File: src/pkg/chc_defines.svh
`ifndef CHC_DEFINES_SVH
`define CHC_DEFINES_SVH

// register byte offsets
`define CHC_OFF_CTRL 8'h00
`define CHC_OFF_CLK 8'h04
`define CHC_OFF_STAT 8'h08
`define CHC_OFF_MASK 8'h10
`define CHC_OFF_RXD 8'h28
`define CHC_OFF_TXD 8'h2c

// controller_control fields
`define CHC_CTRL_DAT_RST 0
`define CHC_CTRL_CMD_RST 1
`define CHC_CTRL_WIDE 2
`define CHC_CTRL_EDGE_LO 6
`define CHC_CTRL_EDGE_HI 7
`define CHC_CTRL_RST 8'h00
`define CHC_CTRL_BITS 8'hc7

// card_clock_control fields
`define CHC_CLK_DIV_HI 7
`define CHC_CLK_PIN_EN 8
`define CHC_CLK_RST 9'h000

// primary_event_status bit positions
`define CHC_ST_DATA_DONE 0
`define CHC_ST_BUSY_DONE 1
`define CHC_ST_RESP_DONE 2
`define CHC_ST_RD_TOUT 3
`define CHC_ST_RESP_TOUT 4
`define CHC_ST_WR_CRC 5
`define CHC_ST_RD_CRC 6
`define CHC_ST_RESP_CRC 7
`define CHC_ST_TX_RDY 9
`define CHC_ST_RX_RDY 10
`define CHC_ST_DAT3_EDGE 11
`define CHC_ST_XFER_DONE 12
`define CHC_ST_W 13
`define CHC_ST_RST 13'h0200
`define CHC_ST_BITS 13'h1eff

`endif

File: src/pkg/chc_pkg.sv
package chc_pkg;

   // dat3 edge detection modes, in field encoding order
   typedef enum logic [1:0] {
      CHC_EDGE_OFF,
      CHC_EDGE_RISE,
      CHC_EDGE_FALL,
      CHC_EDGE_BOTH
   } chc_edge_e;

   typedef logic [31:0] chc_word_t;
   typedef logic [12:0] chc_stat_t;

endpackage

File: src/rtl/chc_clkdiv.sv
`timescale 1ns/10ps
`default_nettype none

// card clock divider: f_card = f_clk / (2 * (div + 1))
module chc_clkdiv
   import chc_pkg::*;
(
   input wire logic clk_i,
   input wire logic rst_n_i,
   input wire logic run_i,
   input wire logic [7:0] div_i,
   output logic card_clk_o,
   output logic rise_o,
   output logic fall_o
);

   logic [7:0] cnt_reg;
   logic [7:0] cnt_next;
   logic clk_reg;
   logic clk_next;
   logic rise_reg;
   logic rise_next;
   logic fall_reg;
   logic fall_next;

   // half period is div+1 cycles; stopping parks the pin low
   always_comb begin
      cnt_next = cnt_reg;
      clk_next = clk_reg;
      rise_next = 1'b0;
      fall_next = 1'b0;
      if (!run_i) begin
         cnt_next = 8'h00;
         clk_next = 1'b0;
      end else if (cnt_reg >= div_i) begin
         // >= so a divider lowered mid-count cannot overrun
         cnt_next = 8'h00;
         clk_next = ~clk_reg;
         rise_next = ~clk_reg;
         fall_next = clk_reg;
      end else begin
         cnt_next = cnt_reg + 8'h01;
      end
   end

   always_ff @(posedge clk_i or negedge rst_n_i) begin
      if (!rst_n_i) begin
         cnt_reg <= 8'h00;
         clk_reg <= 1'b0;
         rise_reg <= 1'b0;
         fall_reg <= 1'b0;
      end else begin
         cnt_reg <= cnt_next;
         clk_reg <= clk_next;
         rise_reg <= rise_next;
         fall_reg <= fall_next;
      end
   end

   assign card_clk_o = clk_reg;
   assign rise_o = rise_reg;
   assign fall_o = fall_reg;

endmodule

`default_nettype wire

File: src/rtl/chc_top.sv
//
// Contract
// - two-bit field picks dat3 edge detection: off, rise, fall, both
// - width bit picks one data line or all four
// - command-path reset bit holds command logic in reset
// - data-path reset bit holds data logic in reset
// - clock pin enable: low when clear, divided clock when set
// - card clock is function clock over two times divider plus one
// - status flag rising with mask bit set raises the interrupt
// - reading the status register clears the flags returned
// - command path independent; busy-expecting command stalls data path
// - transfer-done on last byte; data-done after crc and programming
// - dat3 edge flag set on selected edge, cleared on read
// - receive-ready set on new data, cleared by reset, clear, read
// - transmit-ready set on reset, clear option, or data sent
// - separate flags for crc errors, time-outs, response and busy done
`include "chc_defines.svh"
`timescale 1ns/10ps
`default_nettype none

module chc_top
   import chc_pkg::*;
(
   input wire logic clk_i,
   input wire logic rst_n_i,
   // register port
   input wire logic [7:0] addr_i,
   input wire logic [31:0] wdata_i,
   input wire logic wr_i,
   input wire logic rd_i,
   output logic [31:0] rdata_o,
   output logic irq_o,
   // card pins
   input wire logic dat3_i,
   output logic card_clk_o,
   // towards command and data engines
   output logic cmd_rst_o,
   output logic dat_rst_o,
   output logic [3:0] dat_lane_en_o,
   output logic card_clk_rise_o,
   output logic card_clk_fall_o,
   output logic dat_busy_wait_o,
   output logic [31:0] tx_data_o,
   output logic tx_load_o,
   // events from command and data engines
   input wire logic cmd_issue_i,
   input wire logic cmd_data_clear_i,
   input wire logic cmd_busy_expected_i,
   input wire logic resp_crc_err_i,
   input wire logic read_crc_err_i,
   input wire logic write_crc_err_i,
   input wire logic resp_timeout_i,
   input wire logic read_timeout_i,
   input wire logic resp_done_i,
   input wire logic busy_done_i,
   input wire logic xfer_last_byte_i,
   input wire logic crc_prog_done_i,
   input wire logic rx_valid_i,
   input wire logic [31:0] rx_data_i,
   input wire logic tx_sent_i
);

   logic [7:0] ctrl_reg;
   logic [7:0] ctrl_next;
   logic [8:0] clk_reg;
   logic [8:0] clk_next;
   chc_stat_t mask_reg;
   chc_stat_t mask_next;
   chc_stat_t stat_reg;
   chc_stat_t stat_next;
   chc_word_t rdata_reg;
   chc_word_t rdata_next;
   chc_word_t rxd_reg;
   chc_word_t rxd_next;
   chc_word_t txd_reg;
   chc_word_t txd_next;
   logic tx_load_reg;
   logic tx_load_next;
   logic busy_wait_reg;
   logic busy_wait_next;
   logic xfer_pend_reg;
   logic xfer_pend_next;
   logic dat3_meta_reg;
   logic dat3_sync_reg;
   logic dat3_prev_reg;
   logic dat3_prev_next;
   logic cmd_rst;
   logic dat_rst;
   logic wr_ctrl;
   logic wr_clk;
   logic wr_mask;
   logic wr_txd;
   logic rd_stat;
   logic rd_rxd;
   logic dat_clear;
   logic dat3_rise;
   logic dat3_fall;
   logic dat3_hit;
   chc_edge_e edge_mode;
   chc_stat_t ev_set;
   chc_stat_t ev_clr;

   // address decode; unmapped writes are dropped
   always_comb begin
      wr_ctrl = wr_i && (addr_i == `CHC_OFF_CTRL);
      wr_clk = wr_i && (addr_i == `CHC_OFF_CLK);
      wr_mask = wr_i && (addr_i == `CHC_OFF_MASK);
      wr_txd = wr_i && (addr_i == `CHC_OFF_TXD);
      rd_stat = rd_i && (addr_i == `CHC_OFF_STAT);
      rd_rxd = rd_i && (addr_i == `CHC_OFF_RXD);
   end

   // configuration registers
   always_comb begin
      ctrl_next = ctrl_reg;
      clk_next = clk_reg;
      mask_next = mask_reg;
      if (wr_ctrl) begin
         // both path resets land in one write
         ctrl_next = wdata_i[7:0] & `CHC_CTRL_BITS;
      end
      if (wr_clk) begin
         // bits above the enable are dropped, read as zero
         clk_next = wdata_i[8:0];
      end
      if (wr_mask) begin
         mask_next = wdata_i[12:0] & `CHC_ST_BITS;
      end
   end

   always_ff @(posedge clk_i or negedge rst_n_i) begin
      if (!rst_n_i) begin
         ctrl_reg <= `CHC_CTRL_RST;
         clk_reg <= `CHC_CLK_RST;
         mask_reg <= '0;
      end else begin
         ctrl_reg <= ctrl_next;
         clk_reg <= clk_next;
         mask_reg <= mask_next;
      end
   end

   assign cmd_rst = ctrl_reg[`CHC_CTRL_CMD_RST];
   assign dat_rst = ctrl_reg[`CHC_CTRL_DAT_RST];
   assign cmd_rst_o = cmd_rst;
   assign dat_rst_o = dat_rst;
   // narrow mode leaves lines 1..3 idle
   assign dat_lane_en_o = ctrl_reg[`CHC_CTRL_WIDE] ? 4'hf : 4'h1;
   assign edge_mode = chc_edge_e'(
      ctrl_reg[`CHC_CTRL_EDGE_HI:`CHC_CTRL_EDGE_LO]);

   // card clock divider, parked low while the pin is off
   chc_clkdiv u_clkdiv (
      .clk_i(clk_i),
      .rst_n_i(rst_n_i),
      .run_i(clk_reg[`CHC_CLK_PIN_EN]),
      .div_i(clk_reg[`CHC_CLK_DIV_HI:0]),
      .card_clk_o(card_clk_o),
      .rise_o(card_clk_rise_o),
      .fall_o(card_clk_fall_o)
   );

   // dat3 pin is asynchronous: two flops before the edge detector
   always_ff @(posedge clk_i or negedge rst_n_i) begin
      if (!rst_n_i) begin
         dat3_meta_reg <= 1'b0;
         dat3_sync_reg <= 1'b0;
      end else begin
         dat3_meta_reg <= dat3_i;
         dat3_sync_reg <= dat3_meta_reg;
      end
   end

   // edge detection on the synchronised level
   always_comb begin
      dat3_prev_next = dat3_sync_reg;
      dat3_rise = dat3_sync_reg && !dat3_prev_reg;
      dat3_fall = !dat3_sync_reg && dat3_prev_reg;
      case (edge_mode)
         CHC_EDGE_OFF: dat3_hit = 1'b0;
         CHC_EDGE_RISE: dat3_hit = dat3_rise;
         CHC_EDGE_FALL: dat3_hit = dat3_fall;
         CHC_EDGE_BOTH: dat3_hit = dat3_rise || dat3_fall;
         default: dat3_hit = 1'b0;
      endcase
   end

   always_ff @(posedge clk_i or negedge rst_n_i) begin
      if (!rst_n_i) begin
         dat3_prev_reg <= 1'b0;
      end else begin
         dat3_prev_reg <= dat3_prev_next;
      end
   end

   // a data-clear command or data reset clears receive-ready and sets transmit-ready
   assign dat_clear = dat_rst || (cmd_issue_i && cmd_data_clear_i && !cmd_rst);

   // busy wait and transfer tracking in the data path
   always_comb begin
      busy_wait_next = busy_wait_reg;
      xfer_pend_next = xfer_pend_reg;
      if (dat_rst) begin
         busy_wait_next = 1'b0;
         xfer_pend_next = 1'b0;
      end else begin
         // commands run alone; only a busy-expecting one stalls data
         if (busy_done_i && !cmd_rst) begin
            busy_wait_next = 1'b0;
         end
         if (cmd_issue_i && cmd_busy_expected_i && !cmd_rst) begin
            busy_wait_next = 1'b1;
         end
         // crc done closes the transfer, even beside its last byte
         if (crc_prog_done_i) begin
            xfer_pend_next = 1'b0;
         end else if (xfer_last_byte_i) begin
            xfer_pend_next = 1'b1;
         end
      end
   end

   always_ff @(posedge clk_i or negedge rst_n_i) begin
      if (!rst_n_i) begin
         busy_wait_reg <= 1'b0;
         xfer_pend_reg <= 1'b0;
      end else begin
         busy_wait_reg <= busy_wait_next;
         xfer_pend_reg <= xfer_pend_next;
      end
   end

   assign dat_busy_wait_o = busy_wait_reg;

   // event sources; engines held in reset raise nothing
   always_comb begin
      ev_set = '0;
      ev_set[`CHC_ST_RESP_CRC] = resp_crc_err_i && !cmd_rst;
      ev_set[`CHC_ST_RESP_TOUT] = resp_timeout_i && !cmd_rst;
      ev_set[`CHC_ST_RESP_DONE] = resp_done_i && !cmd_rst;
      ev_set[`CHC_ST_BUSY_DONE] = busy_done_i && !cmd_rst;
      ev_set[`CHC_ST_RD_CRC] = read_crc_err_i && !dat_rst;
      ev_set[`CHC_ST_WR_CRC] = write_crc_err_i && !dat_rst;
      ev_set[`CHC_ST_RD_TOUT] = read_timeout_i && !dat_rst;
      ev_set[`CHC_ST_XFER_DONE] = xfer_last_byte_i && !dat_rst;
      ev_set[`CHC_ST_DATA_DONE] = crc_prog_done_i && !dat_rst &&
         (xfer_pend_reg || xfer_last_byte_i);
      ev_set[`CHC_ST_DAT3_EDGE] = dat3_hit;
      ev_set[`CHC_ST_RX_RDY] = rx_valid_i && !dat_rst;
      ev_set[`CHC_ST_TX_RDY] = dat_clear ||
         (tx_sent_i && !dat_rst);
   end

   // clear sources: status read, plus functional clears of ready flags
   always_comb begin
      ev_clr = '0;
      if (rd_stat) begin
         ev_clr = `CHC_ST_BITS;
      end
      if (dat_clear || rd_rxd) begin
         ev_clr[`CHC_ST_RX_RDY] = 1'b1;
      end
      if (wr_txd) begin
         ev_clr[`CHC_ST_TX_RDY] = 1'b1;
      end
      // software may also drop flags by writing ones
      if (wr_i && (addr_i == `CHC_OFF_STAT)) begin
         ev_clr = ev_clr | (wdata_i[12:0] & `CHC_ST_BITS);
      end
   end

   // set beats clear so an event on the read cycle survives
   always_comb begin
      stat_next = ((stat_reg & ~ev_clr) | ev_set) & `CHC_ST_BITS;
   end

   always_ff @(posedge clk_i or negedge rst_n_i) begin
      if (!rst_n_i) begin
         stat_reg <= `CHC_ST_RST;
      end else begin
         stat_reg <= stat_next;
      end
   end

   // level interrupt; a flag that rises while enabled asserts it
   assign irq_o = |(stat_reg & mask_reg);

   // data holding registers
   always_comb begin
      rxd_next = rxd_reg;
      txd_next = txd_reg;
      tx_load_next = 1'b0;
      if (dat_rst) begin
         rxd_next = '0;
      end else if (rx_valid_i) begin
         rxd_next = rx_data_i;
      end
      // transmit writes are dropped while the data path sits in reset
      if (wr_txd && !dat_rst) begin
         txd_next = wdata_i;
         tx_load_next = 1'b1;
      end
   end

   always_ff @(posedge clk_i or negedge rst_n_i) begin
      if (!rst_n_i) begin
         rxd_reg <= '0;
         txd_reg <= '0;
         tx_load_reg <= 1'b0;
      end else begin
         rxd_reg <= rxd_next;
         txd_reg <= txd_next;
         tx_load_reg <= tx_load_next;
      end
   end

   assign tx_data_o = txd_reg;
   assign tx_load_o = tx_load_reg;

   // read mux, answer in the cycle after the strobe; unmapped reads 0
   always_comb begin
      rdata_next = '0;
      if (rd_i) begin
         case (addr_i)
            `CHC_OFF_CTRL: rdata_next = {24'h000000, ctrl_reg};
            `CHC_OFF_CLK: rdata_next = {23'h000000, clk_reg};
            `CHC_OFF_STAT: rdata_next = {19'h00000, stat_reg};
            `CHC_OFF_MASK: rdata_next = {19'h00000, mask_reg};
            `CHC_OFF_RXD: rdata_next = rxd_reg;
            `CHC_OFF_TXD: rdata_next = txd_reg;
            default: rdata_next = '0;
         endcase
      end
   end

   always_ff @(posedge clk_i or negedge rst_n_i) begin
      if (!rst_n_i) begin
         rdata_reg <= '0;
      end else begin
         rdata_reg <= rdata_next;
      end
   end

   assign rdata_o = rdata_reg;

endmodule

`default_nettype wire

File: config.mk
export PLATFORM = sky130hd
export DESIGN_NAME = chc_top
export DESIGN_NICKNAME = d
export VERILOG_FILES = /design/src/pkg/chc_pkg.sv /design/src/rtl/chc_clkdiv.sv /design/src/rtl/chc_top.sv
export VERILOG_INCLUDE_DIRS = /design/src /design/src/pkg
export SDC_FILE = /design/constraint.sdc
export NUM_CORES = 1
export LEC_CHECK = 0
export ABC_AREA = 1
export BUFFER_PORTS_ARGS = -buffer_cell sky130_fd_sc_hd__buf_2
export CORE_ASPECT_RATIO = 2
export CORE_MARGIN = 5
export CORE_UTILIZATION = 26
export DETAILED_ROUTE_END_ITERATION = 6
export GPL_TIMING_DRIVEN = 1
export SLEW_MARGIN = 20
export SYNTH_ARGS = -nofsm -noshare
export SYNTH_HDL_FRONTEND = slang
export SYNTH_SLANG_ARGS = --single-unit
File: constraint.sdc
create_clock -name clk_i -period 1.9 [get_ports clk_i]
set_input_delay 0 -clock clk_i [delete_from_list [all_inputs] [get_ports clk_i]]
set_output_delay 0 -clock clk_i [all_outputs]
set_load 0.01 [all_outputs]
==> metrics <==
Crit. End Element register; Psw 0.001956 W; DR DRC count 1; drt wl/cell 17.34 um; CTS buffer count 17; most frequent cells in the layout 171 x nand2_1, 164 x buf_2, 150 x dfrtp_1, 105 x nand3_1, 101 x inv_1; synthesized net count 892; Worst Skew 7.814 ps; Critical Path Fanout Max 28; Hold WS 33.70 ps; Area after DPL 8087 um^2; I/O Buffers 165; vias per cell 4.560; Post-Syn Area 6807 um^2; Initial Utilization 0.2643; period utilization 0.9359; worst hold-check path type primary input to register; worst vdd ir 0.6085 mV; critical path class register to register; final instance area 9589 um^2; number of global-route vias before repair 6861; Distinct cells, synth 35; Slew Limit Fails 0; setup violators final 0; Clock Tree Buf Depth 2; Fmax 0.5623 GHz; Std-Cell Core Area 25750 um^2; async set or reset register ratio after synthesis 1.000; H-Tree Depth 4; commonest non-fill, non-tap cell in the layout nand2_1; fin nets 1153; Sw Ratio 0.2522; status complete, but fails checks; unrepaired setup endpoints after global routing no; Inserted Diodes 0; chip width 124.4 um; sequential fraction of the synthesis area 0.5553; I/O pins 167; Seq cells post-synth 151; sequential fraction of design power 0.446; drt first-iter violations 301; worst path cell trace inv_1 > buf_6 > nand2_1 > nor2_1 > nand2_1 > dlygate4sd3_1; Vias 6398; min Tclk post-route 1778 ps; antenna viol nets, final 0; share of cells above drive strength 1 0.2342; initial antenna violation count 0; grt total ovfl 0; CP max-delay cell dlygate4sd3_1; WL final 24330 um; WP data arrival 2140 ps; clk root buf clkbuf_16; failing checks DRC; part of the power in combinational logic 0.109; Core Rows 83; GRT Total Usage 0.1686; Sinks on Clock Net 151; CP startpoint kind register; GPL Wtd Cong 0.9035; CTS tree built; Die ar. 29710 um^2; Pint 0.005801 W; Critical Path RT 2260 ps; crit-path max cell delay 560 ps; setup ws final 121.7 ps; DP Wirelength 18360 um; clock share of power 0.445; synthesized instance count 790; Area Overhead vs Synth 40.88%; average size of a mapped cell 8.616 um^2; Slew HR 0.5880; max cap viols 0; TritonRoute pass-1 iters 7; Slew @ Worst Pin 617.9 ps; clock latency on the worst-skew pair 440 ps; Final Hold Viols 0; Lkg Pwr 4.827 nW; largest net degree at the start of global routing 63; Post-Place Setup Slack 229.7 ps; CTS clk-pin slew, worst paths 60 ps; first-pass GRT wire length 38330 um; setup TNS 0 ps; Vert. Die Dim 238.8 um; crit-path most repeated cell nand2_1; EDFF count, synth 0; synth warn 0; Main synth FF type dfrtp_1; PD cells 809.0 nW/um^2
[repair_timing]
action,CTS,global route
endpoints found under the setup margin,0,1
buffers inserted,0,0
endpoints found under the hold margin,247,1
resized for setup,0,1
hold buffers,89,1
[cell usage after synthesis, drive strengths merged, types with 2 or more instances]
cell / number / area [um^2]
o21ai: 102 / 544.3
nor3: 3 / 20.02
buf: 21 / 135.1
o22ai: 19 / 118.9
nor2: 55 / 244.0
dfrtp: 150 / 3754
nand3: 106 / 535.5
nand2: 176 / 678.2
xor2: 2 / 17.52
inv: 104 / 390.4
clkbuf: 16 / 60.06
a221oi: 2 / 17.52
ha: 11 / 137.6
a21oi: 10 / 50.05
nand4: 5 / 31.28
[logic make-up (layout without fill, tap and decap cells)]
group / Yosys count / count (layout) / synth area share
AOI/OAI and AO/OA: 135 / 135 / 0.1096
xor gates and xnor gates: 3 / 3 / 0.003861
adders and majority gates: 11 / 11 / 0.02022
buffers and inverters: 142 / 415 / 0.08676
DFF: 151 / 151 / 0.5553
other: 1 / 1 / 0.0005509
and+or+nand+nor: 347 / 347 / 0.2237
[layout make-up]
cell class / count / area [um^2]
Clock buffer: 21 / 480.5
Clock inverter: 10 / 117.6
Fill cell: 2706 / 16170
Inverter: 105 / 395.4
Multi-Input combinational cell: 497 / 2436
Sequential cell: 151 / 3780
Tap cell: 340 / 425.4
Timing Repair Buffer: 279 / 1954
[metrics by stage]
stage	cells	util	total power, W
after floorplan	790	-	0.003825
after global placement	1282	0.3140	0.004224
after detailed placement	1282	0.3140	0.004238
after CTS	1402	0.3718	0.007873
after global routing	1403	0.3723	0.008118
final	1403	0.3723	0.007758
[per-layer routing]
layer	track usage	share of wire
met1	0.1611	0.34
met2	0.3129	0.55
met3	0.03824	0.042
met4	0.1227	0.074
met5	0	0
[worst paths after layout]
path,startpoint,cells past startpoint,to,slack [ps]
worst min-delay path,wdata_i[4],3,mask_reg[4],30
worst max-delay path,ctrl_reg[0],6,stat_reg[9],120
max in group asynchronous,rst_n_i,3,rxd_reg[12],780
worst min register to register,dat3_meta_reg,0,dat3_prev_next,350
worst max register to register,ctrl_reg[0],6,stat_reg[9],120
min in group asynchronous,rst_n_i,3,rdata_o[10],120
[worst max-delay path, delay by kind of cell, from the launching register on]
kind	cells	cell delay (ps)
flip-flops	1	430
buffers and inverters	3	1000
AND/OR/NAND/NOR	3	270
[power by group through the flow]
stage | Sequential [W] | Clock [W] | Combinational [W]
floorplan | 0.00351 | 0 | 0.000312
global placement | 0.00351 | 0 | 0.000713
detailed placement | 0.00352 | 0 | 0.000723
CTS | 0.00346 | 0.00356 | 0.000857
global route | 0.00347 | 0.00369 | 0.000954
finish | 0.00346 | 0.00345 | 0.000846
Note: power is estimated with default switching activity, not from simulation.
